### config.mk
export PLATFORM = sky130hd
export DESIGN_NAME = nab_alu
export DESIGN_NICKNAME = d
export VERILOG_FILES = /design/src/common/nab_pkg.sv /design/src/hdl/nab_alu.sv
export SDC_FILE = /design/constraint.sdc
export NUM_CORES = 1
export LEC_CHECK = 0
export ABC_CLOCK_PERIOD_IN_PS = 4350
export CAP_MARGIN = 20
export CORE_ASPECT_RATIO = 1.5
export CORE_MARGIN = 2
export CORE_UTILIZATION = 53
export CTS_CLUSTER_DIAMETER = 120
export DETAILED_ROUTE_END_ITERATION = 10
export DONT_BUFFER_PORTS = 1
export GPL_TIMING_DRIVEN = 1
export PLACE_DENSITY_LB_ADDON = 0.2
export SLEW_MARGIN = 5
export SYNTH_ARGS = -nofsm -noshare
export SYNTH_HDL_FRONTEND = slang
export SYNTH_SLANG_ARGS = --single-unit
### constraint.sdc
create_clock -name sys_clk -period 4.35 [get_ports sys_clk]
set_input_delay 0.6525 -clock sys_clk [delete_from_list [all_inputs] [get_ports sys_clk]]
set_output_delay 0.6525 -clock sys_clk [all_outputs]
set_load 0.01 [all_outputs]
### src/common/nab_pkg.sv
// constants, field layout and operation codes of the nibble alu
package nab_pkg;
   // operations presented by the instruction sequencer
   typedef enum logic [2:0] {
      NAB_OP_SUM,
      NAB_OP_SUM_CARRY,
      NAB_OP_DIFF,
      NAB_OP_DIFF_BORROW,
      NAB_OP_OR,
      NAB_OP_AND,
      NAB_OP_XOR
   } nab_op_t;

   // register byte offsets on the axi4-lite port
   localparam logic [7:0] NAB_OFF_STATUS = 8'h00;
   localparam logic [7:0] NAB_OFF_MODE = 8'h04;
   localparam logic [7:0] NAB_OFF_INDEX = 8'h08;
   localparam logic [7:0] NAB_OFF_RESULT = 8'h0c;

   // program status word field positions
   localparam int NAB_SW_CARRY = 0;
   localparam int NAB_SW_NULL = 1;
   localparam int NAB_SW_COMPARE = 2;
   localparam int NAB_SW_INDEX_EN = 3;
   // mode register field position
   localparam int NAB_MODE_DECIMAL = 0;

   // reset values
   localparam logic [3:0] NAB_RST_STATUS = 4'h0;
   localparam logic NAB_RST_DECIMAL = 1'b0;
   localparam logic [6:0] NAB_RST_INDEX = 7'h00;
   localparam logic [4:0] NAB_RST_RESULT = 5'h00;

   // data memory address at which the status word is mapped
   localparam logic [6:0] NAB_STATUS_ADDR = 7'h7f;

   // decimal correction limits on the 5-bit binary result
   localparam logic [4:0] NAB_DEC_TEN = 5'h0a;
   localparam logic [4:0] NAB_DEC_TWENTY = 5'h14;
   localparam logic [3:0] NAB_DEC_NEG_LOW = 4'h6;
   localparam logic [1:0] NAB_DEC_BAD_HI = 2'h3;
   localparam logic [1:0] NAB_DEC_BAD_FLIP = 2'h2;

   // axi responses
   localparam logic [1:0] NAB_RESP_OKAY = 2'h0;
   localparam logic [1:0] NAB_RESP_SLVERR = 2'h2;
endpackage

### src/hdl/nab_alu.sv
// 4-bit binary/decimal alu with status word and axi4-lite control registers
`timescale 1ns/1ps
// Overview of operation
// - four arithmetic ops, two operand pairings
// - decimal flag picks base, compare gates store
// - binary: store result, carry on overflow/underflow
// - compare clear: null flag equals zero result
// - compare set: arithmetic result never written back
// - compare set: zero keeps null, nonzero clears
// - compare set: carry still follows operation
// - decimal: carry above nine or below zero
// - decimal, compare clear: null on zero digit
// - decimal: binary result then decimal correction
// - out of range decimal: carry, digit >=1010B
// - decimal plus compare: both behaviours together
// - chained compare via preset flags and borrow
// - status word destination overwrites its flags
// - compare set: status operand flags stay valid
// - bitwise or, and, xor on nibbles
// - bitwise ops ignore modes, keep flags
// - index register modifies memory operand address
// - result goes to first operand location
module nab_alu #(
   parameter int AXI_AW = 8
) (
   input wire logic sys_clk,
   input wire logic sys_rst,
   // sequencer side
   input wire logic opValid,
   input wire nab_pkg::nab_op_t opCode,
   input wire logic opImmForm,
   input wire logic [6:0] firstAddr,
   input wire logic [3:0] firstData,
   input wire logic [3:0] secondData,
   output logic wrValid,
   output logic wrToRegister,
   output logic [6:0] wrAddr,
   output logic [3:0] wrData,
   output logic carryFlag,
   output logic resultNullFlag,
   output logic compareModeFlag,
   output logic decimalModeFlag,
   output logic indexEnableFlag,
   // axi4-lite slave
   input wire logic [AXI_AW-1:0] s_axi_awaddr,
   input wire logic s_axi_awvalid,
   output logic s_axi_awready,
   input wire logic [31:0] s_axi_wdata,
   input wire logic [3:0] s_axi_wstrb,
   input wire logic s_axi_wvalid,
   output logic s_axi_wready,
   output logic [1:0] s_axi_bresp,
   output logic s_axi_bvalid,
   input wire logic s_axi_bready,
   input wire logic [AXI_AW-1:0] s_axi_araddr,
   input wire logic s_axi_arvalid,
   output logic s_axi_arready,
   output logic [31:0] s_axi_rdata,
   output logic [1:0] s_axi_rresp,
   output logic s_axi_rvalid,
   input wire logic s_axi_rready
);
   import nab_pkg::*;

   ////////////////////////////////////////////////////////////////////////////
   // functions

   // decimal correction of the 5-bit binary result into {carry, digit}
   function automatic logic [4:0] decCorrect(input logic [4:0] raw, input logic sub);
      logic [4:0] bad;
      bad = {1'b1, NAB_DEC_BAD_HI, raw[1:0] ^ NAB_DEC_BAD_FLIP};
      if (!sub) begin
         if (raw < NAB_DEC_TEN) begin
            decCorrect = raw;
         end else if (raw < NAB_DEC_TWENTY) begin
            decCorrect = {1'b1, 4'(raw - NAB_DEC_TEN)};
         end else begin
            decCorrect = bad;
         end
      end else if (!raw[4]) begin
         decCorrect = (raw < NAB_DEC_TEN) ? raw : bad;
      end else if (raw[3:0] >= NAB_DEC_NEG_LOW) begin
         // -10..-1 folds onto 0..9 with borrow
         decCorrect = {1'b1, 4'(raw[3:0] - NAB_DEC_NEG_LOW)};
      end else begin
         decCorrect = bad;
      end
   endfunction

   function automatic logic regHit(input logic [AXI_AW-1:0] addr, input logic [7:0] off);
      regHit = (addr[7:2] == off[7:2]);
   endfunction

   ////////////////////////////////////////////////////////////////////////////
   // datapath

   logic [3:0] statusWord;
   logic [6:0] indexReg;
   logic [4:0] lastResult;
   logic isArith;
   logic isSub;
   logic carryIn;
   logic [3:0] logicRes;
   logic [4:0] rawSum;
   logic [4:0] arithOut;
   logic [3:0] result;
   logic doStore;
   logic [6:0] effAddr;
   logic destIsStatus;

   assign carryFlag = statusWord[NAB_SW_CARRY];
   assign resultNullFlag = statusWord[NAB_SW_NULL];
   assign compareModeFlag = statusWord[NAB_SW_COMPARE];
   assign indexEnableFlag = statusWord[NAB_SW_INDEX_EN];

   always_comb begin
      isArith = 1'b1;
      isSub = 1'b0;
      carryIn = 1'b0;
      logicRes = 4'h0;
      case (opCode)
         NAB_OP_SUM: begin
            isSub = 1'b0;
         end
         NAB_OP_SUM_CARRY: begin
            carryIn = carryFlag;
         end
         NAB_OP_DIFF: begin
            isSub = 1'b1;
         end
         NAB_OP_DIFF_BORROW: begin
            isSub = 1'b1;
            carryIn = carryFlag;
         end
         NAB_OP_OR: begin
            isArith = 1'b0;
            logicRes = firstData | secondData;
         end
         NAB_OP_AND: begin
            isArith = 1'b0;
            logicRes = firstData & secondData;
         end
         default: begin
            isArith = 1'b0;
            logicRes = firstData ^ secondData;
         end
      endcase
   end

   // 5-bit results: bit 4 is the carry or the borrow
   assign rawSum = isSub ? 5'({1'b0, firstData} - {1'b0, secondData} - {4'h0, carryIn})
                         : 5'({1'b0, firstData} + {1'b0, secondData} + {4'h0, carryIn});
   assign arithOut = decimalModeFlag ? decCorrect(rawSum, isSub) : rawSum;
   assign result = isArith ? arithOut[3:0] : logicRes;

   // logic ops store regardless of compare mode
   assign doStore = !isArith || !compareModeFlag;

   // index applies to memory destinations only, general register addresses are direct
   assign effAddr = (opImmForm && indexEnableFlag) ? 7'(firstAddr + indexReg) : firstAddr;
   assign destIsStatus = opImmForm && (effAddr == NAB_STATUS_ADDR);

   // write-back towards the first operand location
   always_ff @(posedge sys_clk) begin
      if (sys_rst) begin
         wrValid <= 1'b0;
         wrToRegister <= 1'b0;
         wrAddr <= 7'h00;
         wrData <= 4'h0;
      end else begin
         wrValid <= opValid && doStore && !destIsStatus;
         if (opValid) begin
            wrToRegister <= !opImmForm;
            wrAddr <= effAddr;
            wrData <= result;
         end
      end
   end

   ////////////////////////////////////////////////////////////////////////////
   // axi4-lite slave

   logic awHeld;
   logic wHeld;
   logic [AXI_AW-1:0] awAddrQ;
   logic [7:0] wDataQ;
   logic wStrbQ;
   logic doWrite;
   logic swStatus;
   logic swMode;
   logic swIndex;

   assign s_axi_awready = !awHeld;
   assign s_axi_wready = !wHeld;
   assign doWrite = awHeld && wHeld && !s_axi_bvalid;
   assign swStatus = doWrite && wStrbQ && regHit(awAddrQ, NAB_OFF_STATUS);
   assign swMode = doWrite && wStrbQ && regHit(awAddrQ, NAB_OFF_MODE);
   assign swIndex = doWrite && wStrbQ && regHit(awAddrQ, NAB_OFF_INDEX);

   always_ff @(posedge sys_clk) begin
      if (sys_rst) begin
         awHeld <= 1'b0;
         awAddrQ <= '0;
      end else if (s_axi_awvalid && !awHeld) begin
         awHeld <= 1'b1;
         awAddrQ <= s_axi_awaddr;
      end else if (doWrite) begin
         awHeld <= 1'b0;
      end
   end

   always_ff @(posedge sys_clk) begin
      if (sys_rst) begin
         wHeld <= 1'b0;
         wDataQ <= 8'h00;
         wStrbQ <= 1'b0;
      end else if (s_axi_wvalid && !wHeld) begin
         wHeld <= 1'b1;
         wDataQ <= s_axi_wdata[7:0];
         wStrbQ <= s_axi_wstrb[0];
      end else if (doWrite) begin
         wHeld <= 1'b0;
      end
   end

   always_ff @(posedge sys_clk) begin
      if (sys_rst) begin
         s_axi_bvalid <= 1'b0;
         s_axi_bresp <= NAB_RESP_OKAY;
      end else if (doWrite) begin
         s_axi_bvalid <= 1'b1;
         s_axi_bresp <= (regHit(awAddrQ, NAB_OFF_STATUS) || regHit(awAddrQ, NAB_OFF_MODE) ||
                         regHit(awAddrQ, NAB_OFF_INDEX) || regHit(awAddrQ, NAB_OFF_RESULT))
                        ? NAB_RESP_OKAY : NAB_RESP_SLVERR;
      end else if (s_axi_bready) begin
         s_axi_bvalid <= 1'b0;
      end
   end

   assign s_axi_arready = !s_axi_rvalid;

   always_ff @(posedge sys_clk) begin
      if (sys_rst) begin
         s_axi_rvalid <= 1'b0;
         s_axi_rdata <= 32'h0000_0000;
         s_axi_rresp <= NAB_RESP_OKAY;
      end else if (s_axi_arvalid && !s_axi_rvalid) begin
         s_axi_rvalid <= 1'b1;
         s_axi_rresp <= NAB_RESP_OKAY;
         if (regHit(s_axi_araddr, NAB_OFF_STATUS)) begin
            s_axi_rdata <= {28'h0, statusWord};
         end else if (regHit(s_axi_araddr, NAB_OFF_MODE)) begin
            s_axi_rdata <= {31'h0, decimalModeFlag};
         end else if (regHit(s_axi_araddr, NAB_OFF_INDEX)) begin
            s_axi_rdata <= {25'h0, indexReg};
         end else if (regHit(s_axi_araddr, NAB_OFF_RESULT)) begin
            s_axi_rdata <= {27'h0, lastResult};
         end else begin
            s_axi_rdata <= 32'h0000_0000;
            s_axi_rresp <= NAB_RESP_SLVERR;
         end
      end else if (s_axi_rready) begin
         s_axi_rvalid <= 1'b0;
      end
   end

   ////////////////////////////////////////////////////////////////////////////
   // control and status state

   // an alu update in the same cycle as a software write wins, and the software write is dropped whole
   always_ff @(posedge sys_clk) begin
      if (sys_rst) begin
         statusWord <= NAB_RST_STATUS;
      end else if (opValid && doStore && destIsStatus) begin
         statusWord <= result;
      end else if (opValid && isArith) begin
         statusWord[NAB_SW_CARRY] <= arithOut[4];
         if (!compareModeFlag) begin
            statusWord[NAB_SW_NULL] <= (arithOut[3:0] == 4'h0);
         end else if (arithOut[3:0] != 4'h0) begin
            statusWord[NAB_SW_NULL] <= 1'b0;
         end
      end else if (swStatus) begin
         statusWord <= wDataQ[3:0];
      end
   end

   always_ff @(posedge sys_clk) begin
      if (sys_rst) begin
         decimalModeFlag <= NAB_RST_DECIMAL;
         indexReg <= NAB_RST_INDEX;
      end else begin
         if (swMode) begin
            decimalModeFlag <= wDataQ[NAB_MODE_DECIMAL];
         end
         if (swIndex) begin
            indexReg <= wDataQ[6:0];
         end
      end
   end

   // last result for readback: digit plus carry, arithmetic or logic
   always_ff @(posedge sys_clk) begin
      if (sys_rst) begin
         lastResult <= NAB_RST_RESULT;
      end else if (opValid) begin
         lastResult <= {isArith & arithOut[4], result};
      end
   end
endmodule

==> results of run 1 <==
-- cells by family (layout without fill, tap and decap cells) --
logic type / count (synthesis) / after routing / share of synthesized area
xor+xnor: 5 / 5 / 0.0117
flops: 53 / 53 / 0.283
buf+inv: 84 / 52 / 0.118
other cells: 1 / 27 / 0.00100
compound gates: 87 / 87 / 0.178
mux: 41 / 41 / 0.115
simple gates: 141 / 141 / 0.191
fa+ha+maj: 28 / 28 / 0.103
-- area by class of cell --
class	instances	area [sq um]
Inverter	33	124
Sequential cell	53	1060
Tap cell	78	97.6
Clock inverter	2	13.8
Fill cell	646	3050
Multi-Input combinational cell	329	2350
Clock buffer	6	72.6
Timing Repair Buffer	11	82.6
-- path summary, 6_finish.rpt --
kind	endpoint	slack (ns)
worst max-delay path	wrData[2]$_SDFFE_PP0P_	0.25
worst min-delay path	wDataQ[2]$_SDFFE_PP0P_	0.40
worst max register to register	wrData[2]$_SDFFE_PP0P_	0.30
worst min register to register	wDataQ[4]$_SDFFE_PP0P_	0.50
-- layer usage --
metal,wire (um),global-route usage,up-vias
met2,4350,0.396,108
met4,338,0.116,0
met5,0,0,-
met3,484,0.0414,26
met1,3150,0.233,1406
li1,-,-,1489
-- state kept, by name, summed over array words and instances (netlist names) --
name	flops
indexReg	7
s_axi_rdata	7
wDataQ	7
wrAddr	7
awAddrQ	6
statusWord	4
wrData	3
lastResult	2
awHeld	1
decimalModeFlag	1
s_axi_bresp	1
s_axi_bvalid	1
s_axi_rresp	1
s_axi_rvalid	1
wHeld	1
wStrbQ	1
wrToRegister	1
wrValid	1
-- power groups by stage --
stage	clock, W	combinational [W]	sequential [W]
after floorplan	0	0.000227	0.000535
after global placement	0	0.000240	0.000542
after detailed placement	0	0.000243	0.000543
after CTS	0.000288	0.000245	0.000531
after global routing	0.000307	0.000274	0.000535
final	0.000279	0.000246	0.000531
-- worst max-delay path: cells and delay by family --
kind            cells  cell delay [ns]
xor+xnor            1             0.19
compound gates      6             1.57
fa+ha+maj           3             1.09
buf+inv             2             0.15
simple gates        2             0.50
mux                 1             0.16
-- per-stage QoR --
stage / hold WS, ns / setup TNS (ns) / setup slack [ns] / total power (W)
after floorplan: 0.460 / 0 / 0.00748 / 0.000762
after global placement: 0.475 / -0.00771 / -0.00771 / 0.000782
after detailed placement: 0.489 / -0.0818 / -0.0568 / 0.000786
after CTS: 0.387 / 0 / 0.259 / 0.00106
after global routing: 0.382 / 0 / 0.0453 / 0.00112
final: 0.401 / 0 / 0.247 / 0.00106
-- cells in the final DEF (no fill, tap or decap), types with 7 or more instances in the layout --
cell type	n
ha_1	23
nor3_1	10
a211oi_1	12
dfxtp_1	53
nor2_1	60
o21a_1	7
conb_1	27
mux2i_1	33
buf_4	11
o21ai_0	16
inv_1	33
a21oi_1	10
nand2_1	22
==> impl_metrics.env, run 1 <==
export IMPL_maxSlewViolCount=0
export IMPL_critPathKind="in -> reg"
export IMPL_initial_utilization=0.547
export IMPL_cts_resized=0
export IMPL_rsz0062_at_grt="no"
export IMPL_final_core_util=0.556
export IMPL_p_sw_w=0.000322
export IMPL_grt_overflow=0
export IMPL_finalNonFillerCells=512
export IMPL_peakVddDrop_mv=0.124
export IMPL_yosys_area_top_type_share=0.283
export IMPL_worstSkewPairLatency_ns=0.31
export IMPL_vias_per_cell=5.92
export IMPL_ys_flop_type="dfxtp_1"
export IMPL_synth_top_cells_by_area="dfxtp_1, mux2i_1, ha_1, buf_4, nor2_1"
export IMPL_critPathLaunch="opCode[2]"
export IMPL_slowest_stage="fa_1"
export IMPL_cpPeakStageDelay_ns=0.43
export IMPL_p_leak_nw=1.62
export IMPL_r2r_start="statusWord[0]$_SDFFE_PP0P_"
export IMPL_syn_area_sq_um=3750
export IMPL_period_share=0.943
export IMPL_clkPwrFrac=0.264
export IMPL_diodes=0
export IMPL_outcome="complete, no violations"
export IMPL_drc=0
export IMPL_min_path_type="in -> reg"
export IMPL_globalplace_congestion=0.918
export IMPL_ys_ff_latch=53
export IMPL_cap_viol_max_count=0
export IMPL_crit_path_max_fanout=16
export IMPL_setup_viol=0
export IMPL_layout_drive_gt1_share=0.0853
export IMPL_sw_frac_of_total=0.305
export IMPL_worst_pin_slew_ns=0.869
export IMPL_antenna_found_initial=0
export IMPL_cts_htree_levels=2
export IMPL_hold_start="sys_rst"
export IMPL_syn_inst=440
export IMPL_dieArea_sq_um=7780
export IMPL_ant_nets=0
export IMPL_pwr_share_comb=0.233
export IMPL_placed_area_sq_um=3720
export IMPL_grt_max_degree=54
export IMPL_finalHoldViolations=0
export IMPL_slew_headroom=0.419
export IMPL_async_flop_share=0
export IMPL_synth_common_cells="nor2_1, dfxtp_1, mux2i_1, inv_1, buf_4"
export IMPL_synth_edff_count=0
export IMPL_clkSinkCount=53
export IMPL_drt_iter0_markers=159
export IMPL_ys_warn_count=0
export IMPL_clock_skew_ns=0.00581
export IMPL_fp_dieH_um=107
export IMPL_grt_pass1_wl_um=13500
export IMPL_cts_buffers=5
export IMPL_synth_seq_area_share=0.283
export IMPL_cts_root_buf="clkbuf_8"
export IMPL_dr_total_vias=3029
export IMPL_drt_wl_total_um=8320
export IMPL_design_area_sq_um=3810
export IMPL_r2r_cells=14
export IMPL_whs_path_depth=1
export IMPL_clk_pin_slew_ns=0.09
export IMPL_holdBufCountCts=0
export IMPL_routedWlPerCell_um=16.2
export IMPL_fmax_ghz=0.244
export IMPL_synth_most_common_cell="nor2_1"
export IMPL_fp_dieW_um=72.7
export IMPL_rows=37
export IMPL_cp_required_ns=4.58
export IMPL_p_int_w=0.000733
export IMPL_grt_pass1_vias=2893
export IMPL_cts_tree="done"
export IMPL_grt_use_total=0.219
export IMPL_pwr_density_cell_nw_per_um2=277
export IMPL_p_seq_frac=0.503
export IMPL_synth_cell_types=71
export IMPL_coreArea_sq_um=6850
export IMPL_synth_avg_cell_area_sq_um=8.53
export IMPL_cts_buffer_depth=2
export IMPL_placedCellCount=504
export IMPL_period_needed_ns=4.10
export IMPL_yosys_area_top_type="dfxtp_1"
export IMPL_nNetsFinal=540
export IMPL_hpwl_um=6620
export IMPL_ios=138
export IMPL_critPathCaptureType="register"
export IMPL_syn2layout_area_growth_pct=1.47
export IMPL_crit_arrival_ns=4.33
export IMPL_firstDrtPassIters=4
export IMPL_critPathLaunchType="input port"
export IMPL_path_cells="inv_1, nand3_1, fa_1, fa_1, xor2_1, a211oi_2, inv_1, ha_1, or3b_1, a2111oi_2, a31o_4, o221ai_2, a221oi_2, mux2i_1, a211oi_1"
export IMPL_postCtsSetupRepairBufs=0
export IMPL_numPortBuffers=0
Power figures use the tool's default switching activity.
==> run 2, diff against run 1 <==
Settings changed: REMOVE_ABC_BUFFERS from default to 1, SETUP_SLACK_MARGIN from default to 0.5.
==> impl_metrics.env, run 2 (synthesis results as in run 1) <==
export IMPL_globalplace_congestion=0.945
export IMPL_numPortBuffers=0
export IMPL_reg2reg_slack_ns=0.68
export IMPL_p_leak_nw=1.63
export IMPL_cts_buffer_depth=2
export IMPL_period_needed_ns=3.67
export IMPL_critPathLaunchType="register"
export IMPL_dr_total_vias=2972
export IMPL_grt_pass1_vias=2901
export IMPL_clkPwrFrac=0.302
export IMPL_grt_use_total=0.216
export IMPL_peakVddDrop_mv=0.128
export IMPL_grt_pass1_wl_um=13200
export IMPL_dieArea_sq_um=7780
export IMPL_whs_ns=0.400
export IMPL_tns_ns=0
export IMPL_cts_htree_levels=2
export IMPL_finalHoldViolations=0
export IMPL_diodes=0
export IMPL_grt_overflow=0
export IMPL_p_seq_frac=0.474
export IMPL_clkSinkCount=53
export IMPL_coreArea_sq_um=6850
export IMPL_antenna_found_initial=0
export IMPL_sw_frac_of_total=0.292
export IMPL_placedCellCount=501
export IMPL_fp_dieW_um=72.7
export IMPL_drt_iter0_markers=151
export IMPL_ant_nets=0
export IMPL_routedWlPerCell_um=16.5
export IMPL_clock_skew_ns=0.00755
export IMPL_cpPeakStageDelay_ns=0.43
export IMPL_setup_ws_ns=0.676
export IMPL_slew_headroom=0.314
export IMPL_final_cell_mix="nor2_1, dfxtp_1, mux2i_1"
export IMPL_cap_viol_max_count=0
export IMPL_path_cells="nand3_4, fa_2, fa_2, xor2_2, a211oi_2, inv_1, ha_2, or3b_4, a2111oi_4, a31o_4, buf_4, nand2_1, and4b_4, mux2_2, nand2_1, o211ai_1"
export IMPL_crit_arrival_ns=3.87
export IMPL_worst_pin_slew_ns=1.03
export IMPL_slowest_stage="fa_2"
export IMPL_fp_dieH_um=107
export IMPL_finalNonFillerCells=510
export IMPL_rows=37
export IMPL_crit_path_max_fanout=4
export IMPL_holdBufCountCts=0
export IMPL_cts_root_buf="clkbuf_8"
export IMPL_maxSlewViolCount=0
export IMPL_p_sw_w=0.000327
export IMPL_fmax_ghz=0.272
export IMPL_critPathCaptureType="register"
export IMPL_vias_per_cell=5.83
export IMPL_cp_required_ns=4.54
export IMPL_hpwl_um=6660
export IMPL_setup_viol=0
export IMPL_firstDrtPassIters=4
export IMPL_outcome="complete, no violations"
export IMPL_critPathKind="reg -> reg"
export IMPL_final_common_cell="nor2_1"
export IMPL_cts_buffers=5
export IMPL_ios=138
export IMPL_initial_utilization=0.547
export IMPL_p_int_w=0.000793
export IMPL_pwr_density_cell_nw_per_um2=289
export IMPL_pwr_share_comb=0.223
export IMPL_drc=0
export IMPL_min_path_type="in -> reg"
export IMPL_nNetsFinal=538
export IMPL_syn2layout_area_growth_pct=3.34
export IMPL_layout_drive_gt1_share=0.102
export IMPL_pre_cts_ws_ns=-0.0359
export IMPL_period_share=0.845
export IMPL_cts_tree="done"
export IMPL_grt_max_degree=54
export IMPL_drt_wl_total_um=8410
export IMPL_rsz0062_at_grt="yes"
export IMPL_clk_pin_slew_ns=0.10
export IMPL_worstSkewPairLatency_ns=0.31
==> run 2: per-stage QoR <==
stage / total power (W) / cell area (sq um) / utilization
global placement: 0.000774 / 3690 / 0.538
floorplan: 0.000721 / 3530 / -
finish: 0.00112 / 3880 / 0.566
global route: 0.00118 / 3880 / 0.566
detailed placement: 0.000781 / 3690 / 0.538
CTS: 0.00112 / 3830 / 0.558
==> run 2: final timing paths <==
check | from | to | depth (start not counted)
max | statusWord[0]$_SDFFE_PP0P_ | statusWord[1]$_SDFFE_PP0P_ | 16
min reg2reg | wrAddr[2]$_SDFFE_PP0P_ | wrAddr[2]$_SDFFE_PP0P_ | 2
min | sys_rst | statusWord[0]$_SDFFE_PP0P_ | 1
max reg2reg | statusWord[0]$_SDFFE_PP0P_ | statusWord[1]$_SDFFE_PP0P_ | 16
==> run 2: per-layer routing <==
metal / vias to the layer above / wire length (um) / global-route usage
met4: 0 / 270 / 0.102
met5: - / 0 / 0
met3: 21 / 525 / 0.0517
met1: 1375 / 2990 / 0.204
li1: 1483 / - / -
met2: 93 / 4620 / 0.418
==> run 2: power groups by stage <==
stage / sequential (W) / combinational, W / clock [W]
2_1_floorplan: 0.000537 / 0.000184 / 0
3_3_place_gp: 0.000542 / 0.000232 / 0
3_5_place_dp: 0.000543 / 0.000238 / 0
4_1_cts: 0.000531 / 0.000244 / 0.000348
5_1_grt: 0.000535 / 0.000278 / 0.000363
6_report: 0.000531 / 0.000250 / 0.000339
==> run 2: area by class of cell <==
| class | instances | area, sq um |
|---|---|---|
| Multi-Input combinational cell | 329 | 2410 |
| Timing Repair Buffer | 9 | 67.6 |
| Sequential cell | 53 | 1060 |
| Inverter | 33 | 124 |
| Tap cell | 78 | 97.6 |
| Clock buffer | 6 | 72.6 |
| Fill cell | 645 | 2980 |
| Clock inverter | 2 | 38.8 |
==> run 2: critical path: cells and delay by family, from the launching register on <==
family / cells / cell delay (ns)
adders and majority gates: 3 / 1.00
and+or+nand+nor: 5 / 0.76
AOI/OAI and AO/OA: 4 / 0.74
DFF: 1 / 0.40
muxes: 1 / 0.26
buffers and inverters: 2 / 0.22
xor gates and xnor gates: 1 / 0.17
==> run 2: what timing repair did <==
action / in CTS / in global routing
gates resized for setup: 6 / 9
hold endpoints to repair: 0 / 0
endpoints found under the setup margin: 6 / 5
pin swaps: 1 / 8
setup buffers: 0 / 1
==> run 3, diff against run 2 <==
Settings changed: ABC_AREA from default to 1, ABC_CLOCK_PERIOD_IN_PS 4350 to 3600.
Clock period 4.35 ns to 3.6 ns, I/O delays scaled along.
==> impl_metrics.env, run 3 <==
export IMPL_fp_dieW_um=70.8
export IMPL_globalplace_congestion=0.868
export IMPL_nNetsFinal=616
export IMPL_cts_tree="done"
export IMPL_synth_common_cells="nand2_1, inv_1, nor2_1, dfxtp_1, o21ai_0"
export IMPL_cts_buffers=5
export IMPL_synth_avg_cell_area_sq_um=6.92
export IMPL_cp_required_ns=3.82
export IMPL_vias_per_cell=5.20
export IMPL_dieArea_sq_um=7380
export IMPL_fp_dieH_um=104
export IMPL_layout_drive_gt1_share=0.0824
export IMPL_slew_headroom=0.438
export IMPL_synth_cell_types=41
export IMPL_firstDrtPassIters=4
export IMPL_p_leak_nw=1.73
export IMPL_whs_ns=0.283
export IMPL_tns_ns=0
export IMPL_regArea_sq_um=1060
export IMPL_holdBufCountCts=0
export IMPL_critPathCaptureType="register"
export IMPL_synth_top_cells_by_area="dfxtp_1, nand2_1, ha_1, inv_1, buf_4"
export IMPL_pwr_density_cell_nw_per_um2=351
export IMPL_finalHoldViolations=0
export IMPL_grt_max_degree=32
export IMPL_worst_pin_slew_ns=0.843
export IMPL_syn2layout_area_growth_pct=3.00
export IMPL_rows=36
export IMPL_synth_seq_area_share=0.299
export IMPL_ys_ff_latch=53
export IMPL_rsz0062_at_grt="no"
export IMPL_grt_pass1_vias=2853
export IMPL_fmax_ghz=0.342
export IMPL_crit_arrival_ns=3.14
export IMPL_whs_path_depth=1
export IMPL_synth_edff_count=0
export IMPL_dr_total_vias=3049
export IMPL_outcome="complete, no violations"
export IMPL_peakVddDrop_mv=0.159
export IMPL_design_area_sq_um=3660
export IMPL_antenna_found_initial=0
export IMPL_diodes=0
export IMPL_initial_utilization=0.547
export IMPL_cap_viol_max_count=0
export IMPL_fill_cells=634
export IMPL_async_flop_share=0
export IMPL_maxSlewViolCount=0
export IMPL_numPortBuffers=0
export IMPL_grt_pass1_wl_um=12700
export IMPL_r2r_cells=18
export IMPL_synth_most_common_cell="nand2_1"
export IMPL_multi_input_area_sq_um=2080
export IMPL_yosys_area_top_type_share=0.299
export IMPL_min_path_type="in -> reg"
export IMPL_drt_wl_total_um=7870
export IMPL_period_share=0.813
export IMPL_syn_inst=513
export IMPL_hpwl_um=6150
export IMPL_clock_skew_ns=0.00732
export IMPL_routedWlPerCell_um=13.4
export IMPL_cts_buffer_depth=2
export IMPL_period_needed_ns=2.93
export IMPL_critPathLaunchType="register"
export IMPL_crit_path_max_fanout=4
export IMPL_grt_overflow=0
export IMPL_worstSkewPairLatency_ns=0.31
export IMPL_grt_use_total=0.210
export IMPL_placed_area_sq_um=3450
export IMPL_cts_root_buf="clkbuf_8"
export IMPL_cts_htree_levels=2
export IMPL_clk_pin_slew_ns=0.11
export IMPL_drc=0
export IMPL_final_cell_mix="nand2_1, inv_1, nor2_1"
export IMPL_final_common_cell="nand2_1"
export IMPL_pre_cts_ws_ns=0.311
export IMPL_syn_area_sq_um=3550
export IMPL_setup_viol=0
export IMPL_yosys_area_top_type="dfxtp_1"
export IMPL_ios=138
export IMPL_coreArea_sq_um=6490
export IMPL_ant_nets=0
export IMPL_critPathKind="reg -> reg"
export IMPL_drt_iter0_markers=98
export IMPL_final_core_util=0.564
export IMPL_clkSinkCount=53
export IMPL_ys_warn_count=0
export IMPL_setup_ws_ns=0.674
export IMPL_ys_flop_type="dfxtp_1"
[run 3: cell count changes after synthesis, sizes merged, moves of 5 or more]
cell / delta
nand2: +77
inv: +39
mux2i: -34
o21ai: +33
a21oi: +27
nand3: +22
clkbuf: -11
nor3: -8
and2: -6
mux2: -6
o21a: -6
a211oi: -5
[run 3: cell families (layout without fill, tap and decap cells)]
| kind of cell | after synthesis | count (layout) | synth area share |
|---|---|---|---|
| other | 1 | 27 | 0.00106 |
| DFF | 53 | 53 | 0.299 |
| and+or+nand+nor | 198 | 198 | 0.237 |
| AOI/OAI and AO/OA | 109 | 109 | 0.173 |
| xor gates and xnor gates | 8 | 8 | 0.0197 |
| adders and majority gates | 28 | 28 | 0.109 |
| buffers and inverters | 116 | 87 | 0.160 |
[run 3: what timing repair did]
| action | CTS | global route |
|---|---|---|
| hold endpoints to repair | 0 | 0 |
| pin swaps | 0 | 10 |
| setup endpoints to repair | 3 | 6 |
| resized for setup | 1 | 23 |
| buffers inserted | 0 | 4 |
[run 3: final cells by class]
type                            instances  share of cell area
Multi-Input combinational cell        370               0.570
Tap cell                               76              0.0260
Clock inverter                          3             0.00684
Inverter                               74              0.0766
Timing Repair Buffer                    5              0.0106
Sequential cell                        53               0.291
Clock buffer                            5              0.0188
[run 3: path summary, 6_finish.rpt]
| kind | from | end | slack [ns] |
|---|---|---|---|
| setup / recovery | statusWord[0]$_SDFFE_PP0P_ | statusWord[1]$_SDFFE_PP0P_ | 0.67 |
| setup reg to reg | statusWord[0]$_SDFFE_PP0P_ | statusWord[1]$_SDFFE_PP0P_ | 0.67 |
| hold reg to reg | wDataQ[6]$_SDFFE_PP0P_ | wDataQ[6]$_SDFFE_PP0P_ | 0.46 |
| hold / removal | sys_rst | s_axi_rdata[1]$_SDFFE_PP0P_ | 0.28 |
[run 3: stage by stage]
stage	power (W)	std cells
2_1_floorplan	0.000856	497
3_3_place_gp	0.000904	573
3_5_place_dp	0.000909	573
4_1_cts	0.00126	581
5_1_grt	0.00136	586
6_report	0.00128	586
[run 3: power by group]
part / internal (W) / switching (W)
clock: 0.000141 / 0.000216
combinational: 0.000100 / 0.000183
sequential: 0.000618 / 0.0000271
[run 3: worst max-delay path, stage by stage (launching register included)]
cell and delay (ns):
dfxtp_4 0.40, nand3_4 0.09, fa_2 0.39, fa_2 0.53, inv_1 0.05, nand2_2 0.08
o21ai_4 0.10, buf_6 0.14, ha_1 0.26, nor2_1 0.09, o21ai_0 0.08, nand2_1 0.07
nand3_1 0.10, nand2_2 0.10, nand4_1 0.09, nand2_1 0.10, nand2_1 0.05, nand2_1 0.05
nor2_1 0.06
[run 3: layer usage]
metal,GRT usage,up-vias,routed length (um)
li1,-,1601,-
met1,0.219,1346,2940
met2,0.397,85,4260
met3,0.0523,17,484
met4,0.0701,0,182
met5,0,-,0
